**config.mk**
```make
export PLATFORM = sky130hd
export DESIGN_NAME = sec_sense_handler
export DESIGN_NICKNAME = d
export VERILOG_FILES = /design/src/inc/sec_sense_pkg.sv /design/src/rtl/sec_sense_handler.sv
export VERILOG_INCLUDE_DIRS = /design/src /design/src/inc
export SDC_FILE = /design/constraint.sdc
export NUM_CORES = 1
export LEC_CHECK = 0
export CAP_MARGIN = 20
export CORE_UTILIZATION = 52
export CTS_BUF_LIST = sky130_fd_sc_hd__clkbuf_2
export DETAILED_ROUTE_END_ITERATION = 6
export DONT_BUFFER_PORTS = 1
export GPL_ROUTABILITY_DRIVEN = 0
export PLACE_DENSITY = 0.76
export SYNTH_ARGS = -nofsm -noshare
export SYNTH_HDL_FRONTEND = slang
export SYNTH_SLANG_ARGS = --single-unit
export TNS_END_PERCENT = 5
```
**constraint.sdc**
```tcl
create_clock -name aclk -period 9.6 [get_ports aclk]
set_input_delay 1.44 -clock aclk [delete_from_list [all_inputs] [get_ports aclk]]
set_output_delay 1.44 -clock aclk [all_outputs]
set_load 0.05 [all_outputs]
```
**src/inc/sec_sense_cfg.svh**
```systemverilog
// Constants for the security and sense command handler
// Functional notes
// Sense request puts extended error code of previous command in error register.
// Code 01h for self test passed, 09h for miscellaneous error.
// Invalid head or sector reports code 21h.
// Address beyond capacity reports code 2Fh.
// Supply or internal voltage out of tolerance reports 35h or 36h.
// Failed self test reports 05h, 30h-34h, 37h or 3Eh.
// Transfer error or aborted command reports 1Fh.
// Other codes: 00h, 11h, 18h, 10h/14h, 3Ah, 03h, media format codes.
// Disable password takes one sector; matching selected password leaves lock mode.
// Disable password leaves master password unchanged.
// Word 0 bit 0 selects user/master; words 1-16 hold 32 byte password.
// Host issues erase prepare directly before erase unit.
// Erase unit takes one sector; aborts on password mismatch.
// Erase unit aborts unless previous command was completed erase prepare.
// Freeze lock enters frozen mode; later lock-changing commands are rejected.
// Frozen device rejects set password, unlock, disable password, erase unit.
// Frozen mode clears only on power removal or hardware reset.
// Freeze lock while frozen completes normally, stays frozen.
// Completed freeze lock sets sector count register to 0.
// Without security feature set, F5h runs as wear level command.
// Set password takes one sector whose contents define the action.
// Drive/head needs bits 7 and 5 set; other task-file registers ignored.
`ifndef SEC_SENSE_CFG_SVH
`define SEC_SENSE_CFG_SVH
`define ADDR_CMD      8'h00
`define ADDR_STATUS   8'h04
`define ADDR_DATA     8'h08
`define ADDR_EVENT    8'h0C
`define ADDR_CTRL     8'h10
`define OP_SENSE      8'h03
`define OP_SET_PW     8'hF1
`define OP_UNLOCK     8'hF2
`define OP_ERASE_PREP 8'hF3
`define OP_ERASE_UNIT 8'hF4
`define OP_FREEZE     8'hF5
`define OP_DISABLE_PW 8'hF6
`define EC_NONE       8'h00
`define EC_SELFTEST   8'h01
`define EC_WR_FAIL    8'h03
`define EC_DIAG       8'h05
`define EC_MEDIA      8'h0C
`define EC_IDNF       8'h10
`define EC_UNCORR     8'h11
`define EC_CORR       8'h18
`define EC_ABORT      8'h1F
`define EC_MISC       8'h09
`define EC_INV_ADDR   8'h21
`define EC_OVERFLOW   8'h2F
`define EC_VOLT_SUP   8'h35
`define EC_VOLT_GEN   8'h36
`define EC_SPARES     8'h3A
`define SECTOR_WORDS  9'd256
`define PW_FIRST      9'd1
`define PW_LAST       9'd16
`define ID_BIT        0
`endif

```
**src/inc/sec_sense_pkg.sv**
```systemverilog
// Types for the security and sense command handler
package sec_sense_pkg;
	typedef enum logic [2:0] {
		ST_IDLE = 3'b000,
		ST_DATA = 3'b001,
		ST_EXEC = 3'b010
	} cmd_state_e;
	typedef struct packed {
		logic [7:0] drive_head;
		logic [7:0] opcode;
	} task_cmd_s;
	typedef struct packed {
		logic diag_fail;
		logic volt_gen;
		logic volt_sup;
		logic overflow;
		logic inv_addr;
		logic xfer_err;
		logic misc;
		logic selftest_ok;
	} err_event_s;
endpackage

```
**src/rtl/sec_sense_handler.sv**
```systemverilog
// Security command interpreter and extended error encoder with AXI4-Lite slave
`timescale 1ns/100ps
`default_nettype none
`include "sec_sense_cfg.svh"
module sec_sense_handler
	import sec_sense_pkg::*;
(
	input  wire logic        aclk,          // 10 MHz clock
	input  wire logic        aresetn,       // Sync reset, active low
	input  wire logic        ce,            // Clock enable
	input  wire logic        sec_supported, // Security feature set present
	input  wire logic [31:0] s_axi_awaddr,  // Write address
	input  wire logic        s_axi_awvalid, // Write address valid
	output logic             s_axi_awready, // Write address ready
	input  wire logic [31:0] s_axi_wdata,   // Write data
	input  wire logic [3:0]  s_axi_wstrb,   // Write strobes
	input  wire logic        s_axi_wvalid,  // Write data valid
	output logic             s_axi_wready,  // Write data ready
	output logic [1:0]       s_axi_bresp,   // Write response
	output logic             s_axi_bvalid,  // Write response valid
	input  wire logic        s_axi_bready,  // Write response ready
	input  wire logic [31:0] s_axi_araddr,  // Read address
	input  wire logic        s_axi_arvalid, // Read address valid
	output logic             s_axi_arready, // Read address ready
	output logic [31:0]      s_axi_rdata,   // Read data
	output logic [1:0]       s_axi_rresp,   // Read response
	output logic             s_axi_rvalid,  // Read response valid
	input  wire logic        s_axi_rready,  // Read response ready
	output logic             wear_level_go  // Wear level pulse
);
	// Write channel capture
	logic             aw_held_reg;
	logic [7:0]       aw_addr_reg;
	logic             w_held_reg;
	logic [31:0]      w_data_reg;
	logic [3:0]       w_strb_reg;
	logic             wr_fire;
	logic             slverr_next;
	// Handler state
	cmd_state_e       state_reg;
	task_cmd_s        cmd_reg;
	logic             frozen_reg;
	logic             locked_reg;
	logic             prep_done_reg;
	logic             aborted_reg;
	logic             busy;
	logic [8:0]       word_cnt_reg;
	logic             pw_sel_reg;
	logic             pw_match_reg;
	logic [15:0]      user_pw_reg [1:16];
	logic [15:0]      master_pw_reg [1:16];
	logic             user_set_reg;
	logic [7:0]       err_reg;
	logic [7:0]       last_code_reg;
	logic [7:0]       sect_cnt_reg;
	err_event_s       ev_reg;
	logic [5:0]       ev_ext_reg;    // Media and ECC events, EVENT bits 13:8
	logic [7:0]       ev_code;
	logic             cmd_wr;
	logic             data_wr;
	logic             dh_ok;
	logic [15:0]      wd;

	assign wr_fire = aw_held_reg && w_held_reg && !s_axi_bvalid;
	assign cmd_wr  = wr_fire && (aw_addr_reg == `ADDR_CMD) && (state_reg == ST_IDLE);
	assign data_wr = wr_fire && (aw_addr_reg == `ADDR_DATA) && (state_reg == ST_DATA);
	assign busy    = (state_reg != ST_IDLE);
	assign wd      = w_data_reg[15:0];
	// drive/head check
	assign dh_ok   = w_data_reg[15] && w_data_reg[13];

	// Address and data accepted in either order, held until response
	always_ff @(posedge aclk) begin
		if (!aresetn) begin
			aw_held_reg   <= 1'b0;
			w_held_reg    <= 1'b0;
			aw_addr_reg   <= 8'h00;
			w_data_reg    <= 32'h0000_0000;
			w_strb_reg    <= 4'h0;
			s_axi_awready <= 1'b0;
			s_axi_wready  <= 1'b0;
			s_axi_bvalid  <= 1'b0;
			s_axi_bresp   <= 2'b00;
		end else if (ce) begin
			s_axi_awready <= !aw_held_reg && !s_axi_awready && s_axi_awvalid;
			s_axi_wready  <= !w_held_reg && !s_axi_wready && s_axi_wvalid;
			if (s_axi_awvalid && s_axi_awready) begin
				aw_held_reg <= 1'b1;
				aw_addr_reg <= s_axi_awaddr[7:0];
			end
			if (s_axi_wvalid && s_axi_wready) begin
				w_held_reg <= 1'b1;
				w_data_reg <= s_axi_wdata;
				w_strb_reg <= s_axi_wstrb;
			end
			if (wr_fire) begin
				aw_held_reg  <= 1'b0;
				w_held_reg   <= 1'b0;
				s_axi_bvalid <= 1'b1;
				s_axi_bresp  <= slverr_next ? 2'b10 : 2'b00;
			end else if (s_axi_bvalid && s_axi_bready) begin
				s_axi_bvalid <= 1'b0;
			end
		end
	end

	// Unmapped address or write to the wrong place answers SLVERR
	always_comb begin
		if (aw_addr_reg == `ADDR_CMD) begin
			slverr_next = busy;
		end else if (aw_addr_reg == `ADDR_DATA) begin
			slverr_next = (state_reg != ST_DATA);
		end else if (aw_addr_reg == `ADDR_EVENT) begin
			slverr_next = 1'b0;
		end else if (aw_addr_reg == `ADDR_CTRL) begin
			slverr_next = 1'b0;
		end else begin
			slverr_next = 1'b1;
		end
	end

	// event encoder
	// Events stay latched until the next sense or EVENT write; faults outrank self test passed, and all but misc outrank corrected data
	always_comb begin
		if (ev_reg.xfer_err) begin
			ev_code = `EC_ABORT;
		end else if (ev_reg.inv_addr) begin
			ev_code = `EC_INV_ADDR;
		end else if (ev_reg.overflow) begin
			ev_code = `EC_OVERFLOW;
		end else if (ev_reg.volt_sup) begin
			ev_code = `EC_VOLT_SUP;
		end else if (ev_reg.volt_gen) begin
			ev_code = `EC_VOLT_GEN;
		end else if (ev_reg.diag_fail) begin
			ev_code = `EC_DIAG;
		end else if (ev_ext_reg[0]) begin
			ev_code = `EC_UNCORR;
		end else if (ev_ext_reg[2]) begin
			ev_code = `EC_IDNF;
		end else if (ev_ext_reg[3]) begin
			ev_code = `EC_SPARES;
		end else if (ev_ext_reg[4]) begin
			ev_code = `EC_WR_FAIL;
		end else if (ev_ext_reg[5]) begin
			ev_code = `EC_MEDIA;
		end else if (ev_ext_reg[1]) begin
			ev_code = `EC_CORR;
		end else if (ev_reg.misc) begin
			ev_code = `EC_MISC;
		end else if (ev_reg.selftest_ok) begin
			ev_code = `EC_SELFTEST;
		end else begin
			ev_code = `EC_NONE;
		end
	end

	// Command state machine and security state
	always_ff @(posedge aclk) begin
		if (!aresetn) begin
			state_reg     <= ST_IDLE;
			cmd_reg       <= '0;
			// only reset clears frozen
			frozen_reg    <= 1'b0;
			locked_reg    <= 1'b0;
			prep_done_reg <= 1'b0;
			aborted_reg   <= 1'b0;
			word_cnt_reg  <= 9'd0;
			pw_sel_reg    <= 1'b0;
			pw_match_reg  <= 1'b1;
			user_set_reg  <= 1'b0;
			err_reg       <= 8'h00;
			last_code_reg <= `EC_NONE;
			sect_cnt_reg  <= 8'h00;
			ev_reg        <= '0;
			ev_ext_reg    <= 6'h00;
			wear_level_go <= 1'b0;
		end else if (ce) begin
			wear_level_go <= 1'b0;
			if (wr_fire && aw_addr_reg == `ADDR_EVENT) begin
				ev_reg     <= w_data_reg[7:0];
				ev_ext_reg <= w_data_reg[13:8];
			end
			if (wr_fire && aw_addr_reg == `ADDR_CTRL) begin
				sect_cnt_reg <= w_data_reg[7:0];
			end
			case (state_reg)
				ST_IDLE: begin
					if (cmd_wr) begin
						cmd_reg      <= {w_data_reg[15:8], w_data_reg[7:0]};
						word_cnt_reg <= 9'd0;
						pw_match_reg <= 1'b1;
						aborted_reg  <= 1'b0;
						// prepare flag only survives into the very next command
						prep_done_reg <= 1'b0;
						if (!dh_ok) begin
							aborted_reg   <= 1'b1;
							last_code_reg <= `EC_ABORT;
						end else begin
							case (w_data_reg[7:0])
								// sense returns previous command code
								`OP_SENSE: begin
									err_reg       <= (last_code_reg == `EC_NONE) ? ev_code : last_code_reg;
									last_code_reg <= `EC_NONE;
									ev_reg        <= '0;
									ev_ext_reg    <= 6'h00;
								end
								`OP_ERASE_PREP: begin
									prep_done_reg <= 1'b1;
									last_code_reg <= `EC_NONE;
								end
								// freeze, or wear level without security
								`OP_FREEZE: begin
									if (sec_supported) begin
										frozen_reg <= 1'b1;
									end else begin
										wear_level_go <= 1'b1;
									end
									// sector count cleared
									sect_cnt_reg  <= 8'h00;
									last_code_reg <= `EC_NONE;
								end
								// frozen rejects lock-changing commands
								`OP_SET_PW, `OP_UNLOCK, `OP_DISABLE_PW, `OP_ERASE_UNIT: begin
									if (frozen_reg || !sec_supported ||
										(w_data_reg[7:0] == `OP_ERASE_UNIT && !prep_done_reg)) begin
										aborted_reg   <= 1'b1;
										last_code_reg <= `EC_ABORT;
									end else begin
										state_reg <= ST_DATA;
									end
								end
								default: begin
									aborted_reg   <= 1'b1;
									last_code_reg <= `EC_ABORT;
								end
							endcase
						end
					end
				end
				// one 256-word sector, word 0 selects password
				ST_DATA: begin
					if (data_wr) begin
						word_cnt_reg <= word_cnt_reg + 9'd1;
						if (word_cnt_reg == 9'd0) begin
							pw_sel_reg <= wd[`ID_BIT];
						end else if (word_cnt_reg <= `PW_LAST) begin
							if (cmd_reg.opcode == `OP_SET_PW) begin
								if (pw_sel_reg) begin
									master_pw_reg[word_cnt_reg[4:0]] <= wd;
								end else begin
									user_pw_reg[word_cnt_reg[4:0]] <= wd;
								end
							end else if ((pw_sel_reg ? master_pw_reg[word_cnt_reg[4:0]]
									: user_pw_reg[word_cnt_reg[4:0]]) != wd) begin
								pw_match_reg <= 1'b0;
							end
						end
						if (word_cnt_reg == `SECTOR_WORDS - 9'd1) begin
							state_reg <= ST_EXEC;
						end
					end
				end
				ST_EXEC: begin
					state_reg     <= ST_IDLE;
					last_code_reg <= `EC_NONE;
					case (cmd_reg.opcode)
						`OP_SET_PW: begin
							if (!pw_sel_reg) begin
								user_set_reg <= 1'b1;
								locked_reg   <= 1'b1;
							end
						end
						// matching password leaves lock; master kept
						`OP_DISABLE_PW, `OP_UNLOCK: begin
							if (pw_match_reg) begin
								locked_reg <= 1'b0;
								if (cmd_reg.opcode == `OP_DISABLE_PW) begin
									user_set_reg <= 1'b0;
								end
							end else begin
								aborted_reg   <= 1'b1;
								last_code_reg <= `EC_ABORT;
							end
						end
						// mismatch aborts erase
						default: begin
							if (pw_match_reg) begin
								locked_reg   <= 1'b0;
								user_set_reg <= 1'b0;
							end else begin
								aborted_reg   <= 1'b1;
								last_code_reg <= `EC_ABORT;
							end
						end
					endcase
				end
				default: state_reg <= ST_IDLE;
			endcase
		end
	end

	// Read channel, one word per request
	always_ff @(posedge aclk) begin
		if (!aresetn) begin
			s_axi_arready <= 1'b0;
			s_axi_rvalid  <= 1'b0;
			s_axi_rdata   <= 32'h0000_0000;
			s_axi_rresp   <= 2'b00;
		end else if (ce) begin
			s_axi_arready <= !s_axi_arready && !s_axi_rvalid && s_axi_arvalid;
			if (s_axi_arvalid && s_axi_arready) begin
				s_axi_rvalid <= 1'b1;
				s_axi_rresp  <= 2'b00;
				if (s_axi_araddr[7:0] == `ADDR_CMD) begin
					s_axi_rdata <= {16'h0000, cmd_reg};
				end else if (s_axi_araddr[7:0] == `ADDR_STATUS) begin
					s_axi_rdata <= {8'h00, sect_cnt_reg, err_reg, 1'b0, busy, user_set_reg,
						prep_done_reg, aborted_reg, locked_reg, frozen_reg, state_reg == ST_DATA};
				end else if (s_axi_araddr[7:0] == `ADDR_EVENT) begin
					s_axi_rdata <= {18'h0_0000, ev_ext_reg, ev_reg};
				end else if (s_axi_araddr[7:0] == `ADDR_CTRL) begin
					s_axi_rdata <= {24'h00_0000, sect_cnt_reg};
				end else begin
					s_axi_rdata <= 32'h0000_0000;
					s_axi_rresp <= 2'b10;
				end
			end else if (s_axi_rvalid && s_axi_rready) begin
				s_axi_rvalid <= 1'b0;
			end
		end
	end

	// frozen never falls while out of reset
	a_frozen_sticky: assert property (@(posedge aclk) disable iff (!aresetn)
		$past(frozen_reg) && $past(aresetn) |-> frozen_reg)
		else $error("frozen cleared without reset");
	// freeze clears sector count
	a_freeze_cnt_zero: assert property (@(posedge aclk) disable iff (!aresetn)
		ce && cmd_wr && dh_ok && w_data_reg[7:0] == `OP_FREEZE |=> sect_cnt_reg == 8'h00)
		else $error("sector count not zero after freeze");
	// frozen blocks data phase
	a_frozen_reject: assert property (@(posedge aclk) disable iff (!aresetn)
		frozen_reg && ce && cmd_wr |=> state_reg == ST_IDLE)
		else $error("frozen device accepted lock command");
	// erase unit without prepare aborts
	a_erase_no_prep: assert property (@(posedge aclk) disable iff (!aresetn)
		ce && cmd_wr && w_data_reg[7:0] == `OP_ERASE_UNIT && !prep_done_reg |=> aborted_reg)
		else $error("erase unit ran without prepare");
	// wear level only without security
	a_wear_level: assert property (@(posedge aclk) disable iff (!aresetn)
		ce && cmd_wr && dh_ok && w_data_reg[7:0] == `OP_FREEZE |=> wear_level_go != $past(sec_supported))
		else $error("wear level with security present");
	// abort code
	a_abort_code: assert property (@(posedge aclk) disable iff (!aresetn)
		ce && cmd_wr && !dh_ok |=> last_code_reg == `EC_ABORT && aborted_reg)
		else $error("abort code not recorded");
	// sense loads error register
	a_sense_err: assert property (@(posedge aclk) disable iff (!aresetn)
		ce && cmd_wr && dh_ok && w_data_reg[7:0] == `OP_SENSE && last_code_reg != `EC_NONE
		|=> err_reg == $past(last_code_reg))
		else $error("sense did not report previous code");
	// mismatched erase aborts
	a_erase_mismatch: assert property (@(posedge aclk) disable iff (!aresetn)
		ce && state_reg == ST_EXEC && cmd_reg.opcode == `OP_ERASE_UNIT && !pw_match_reg |=> aborted_reg)
		else $error("erase with wrong password not aborted");
	// transfer error outranks every other pending event
	a_xfer_first: assert property (@(posedge aclk) disable iff (!aresetn)
		ce && cmd_wr && dh_ok && w_data_reg[7:0] == `OP_SENSE && last_code_reg == `EC_NONE
		&& ev_reg.xfer_err |=> err_reg == `EC_ABORT)
		else $error("transfer error not reported first");
	// prepare flag dies with any other command
	a_prep_once: assert property (@(posedge aclk) disable iff (!aresetn)
		ce && cmd_wr && w_data_reg[7:0] != `OP_ERASE_PREP |=> !prep_done_reg)
		else $error("erase prepare outlived the next command");
endmodule // sec_sense_handler
`default_nettype wire

```
==> impl_metrics.yaml <==
worst_setup_path:
  r2r_slack_ns: 5.26
  cp-end-kind: "flop"
  r2r-end: "pw_match_reg"
  cp_data_arrival_time_ns: 5.42
  cp-start-kind: "flop"
  cp_max_fo: 62
  critical_path_required_ns: 10.69
  worstRegToRegCells: 10
  criticalPathCategory: "flop to flop"
logic_synthesis:
  synthAdderAreaFrac_pct: 0.241
  synth_compound_area_share_pct: 5.11
  yosysWarnings: 0
  ys_types: 68
  muxShareOfSynthArea_pct: 13.8
  ys_async_sr_fraction_pct: 0
  synth_xor_area_share_pct: 0.844
  synth_edf_count: 512
  synth-seq-cells: 637
  synth_ff_type: "edfxtp_1"
  synth-simple-area-share_pct: 8.58
  synth_top_area_share_pct: 59.2
  avgSynthCellArea_um2: 15.9
  synth_seq_area_share_pct: 68.9
  yosysTopAreaCell: "edfxtp_1"
  synth_area_leaders: "edfxtp_1, dfxtp_1, mux4_2"
  synth.cell_area_mm2: 0.0260
  postSynthCellCount: 1631
  synth_top_family_by_area: "multiplexers"
timing:
  max_clock_freq_mhz: 231
  period_share_pct: 45.2
  slew_viol_final: 0
  min_period_ns: 4.34
  worst_pin_slew_ns: 1.19
  setup_viol_count_final: 0
  skew_ns: 0.0996
  max_slew_margin_pct: 20.8
  tns_ns: 0
  finalHoldViolCount: 0
  rsz0062_at_grt: "false"
min_path:
  hold-path-cell-count: 1
  hold_end: "frozen_reg"
  min_path_type: "primary input to flop"
  min-delay-start: "aresetn"
grt:
  grt_pass1_vias: 15200
  grt_pass1_wl_um: 88200
  antenna_found_initial: 1
  grt_max_degree: 96
  grt.overflow.total: 0
  grtUsageTotal_pct: 23.7
drt:
  routedWlPerCell_um: 23.4
  postRouteAntennaNets: 0
  drtPass1Iterations: 5
  via_per_inst: 5.97
  drc: 0
  drt_wl_total_um: 58600
  dr_total_vias: 15000
  first_iter_violations: 1382
floorplan:
  dieArea_mm2: 0.0508
  start_util_pct: 52.9
  die_height_um: 225
  die_w_um: 225
  io_pins: 151
  core_mm2: 0.0491
  fp-row-count: 81
cts:
  cts_inserted_buffers: 152
  postCtsSetupRepairBufs: 0
  cts_max_level: 4
  ctsResizeCount: 0
  root_buffer: "clkbuf_2"
  postCtsHoldBufs: 0
  clock_latency_ns: 1.21
  path_clk_slew_ns: 0.10
  clkSinkCount: 637
  cts_max_path_buffers: 3
  cts_tree: "built"
layout:
  syn_to_final_growth_pct: 7.83
  drive_gt1_share_pct: 21.5
  n_fill_cell: 3857
  final_common_cell: "edfxtp_1"
  final_util_pct: 57.1
  final_cell_mix: "edfxtp_1, clkbuf_2, nand2_1"
  nets: 1843
power_and_ir_drop:
  p_leak_nw: 8.37
  ir_drop_v: 0.000100
  p_total_mw: 4.72
  power_density_mw_per_mm2: 169
job:
  drv_cap: 0
placement:
  dp_hpwl_um: 33800
  io_buffers: 0
status:
  outcome: "completed"
layout make-up:
type	count	area (um^2)	share of cell area [%]
diodes	2	5.00	0.0179
clock buffers	224	1120	4.01
clock inverters	40	230	0.823
inverters	14	52.6	0.188
multi-input cells	880	7450	26.6
flip-flops and latches	637	17900	63.9
well taps	664	831	2.97
repair buffers	44	405	1.45
where the power goes:
group          total, mW  internal, mW  switching [mW]
registers           2.96          2.95          0.0100
logic             0.0427        0.0125          0.0302
clock network       1.72         0.698            1.02
total               4.72          3.66            1.06
worst max path at each step:
stage	end	depth (start not counted)	slack (ns)	from
6_report	pw_match_reg	10	5.26	flop
5_1_grt	pw_match_reg	10	5.02	flop
4_1_cts	pw_match_reg	10	5.31	flop
3_5_place_dp	pw_match_reg	10	5.32	flop
3_3_place_gp	master_pw_reg[5][6]	5	4.90	ce
2_1_floorplan	user_pw_reg[15][0]	7	5.74	ce
through the flow:
step	cell area [um^2]	std cells	worst slack (ns)	hold WS, ns
after floorplan	26000	1640	5.74	0.443
after global placement	26500	2231	4.90	0.452
after detailed placement	26600	2235	5.32	0.461
after CTS	27900	2499	5.31	0.316
after global routing	28000	2504	5.02	0.353
final	28000	2505	5.26	0.376
Yosys cell counts, types with 16 or more instances:
| cell | instances |
|---|---|
| a211oi_1 | 21 |
| a21boi_0 | 42 |
| a221oi_1 | 16 |
| and3_1 | 34 |
| buf_2 | 18 |
| buf_4 | 19 |
| clkbuf_1 | 56 |
| dfxtp_1 | 125 |
| edfxtp_1 | 512 |
| mux2i_1 | 92 |
| mux4_2 | 97 |
| nand2_1 | 130 |
| nand3_1 | 33 |
| nor2_1 | 83 |
| nor2b_1 | 53 |
| nor3_1 | 18 |
| nor4_1 | 16 |
| o21ai_0 | 35 |
| xor2_1 | 19 |
critical path, stage by stage (launching register included):
cell      delay [ns]
dfxtp_4         0.58
buf_4           0.56
buf_4           0.77
and2b_1         0.37
a221oi_1        0.40
o21ai_0         0.19
a211oi_1        0.46
a21oi_1         0.10
xor2_1          0.16
and4_1          0.29
a211o_1         0.32
routing by layer:
layer	wire, um	GRT usage, %	vias to the layer above	share of wire, %
met5	0	0	-	0
met4	2040	11.1	0	3.5
met3	5160	5.22	147	8.8
met2	28900	39.2	794	49
met1	22500	29.9	7415	38
li1	-	-	6603	-
logic make-up after synthesis:
family,after synthesis
xor+xnor,25
other cells,1
buf+inv,123
mux,211
compound gates,188
fa+ha+maj,5
flops,637
simple gates,441
No activity file was read; power rests on OpenSTA's default activity.
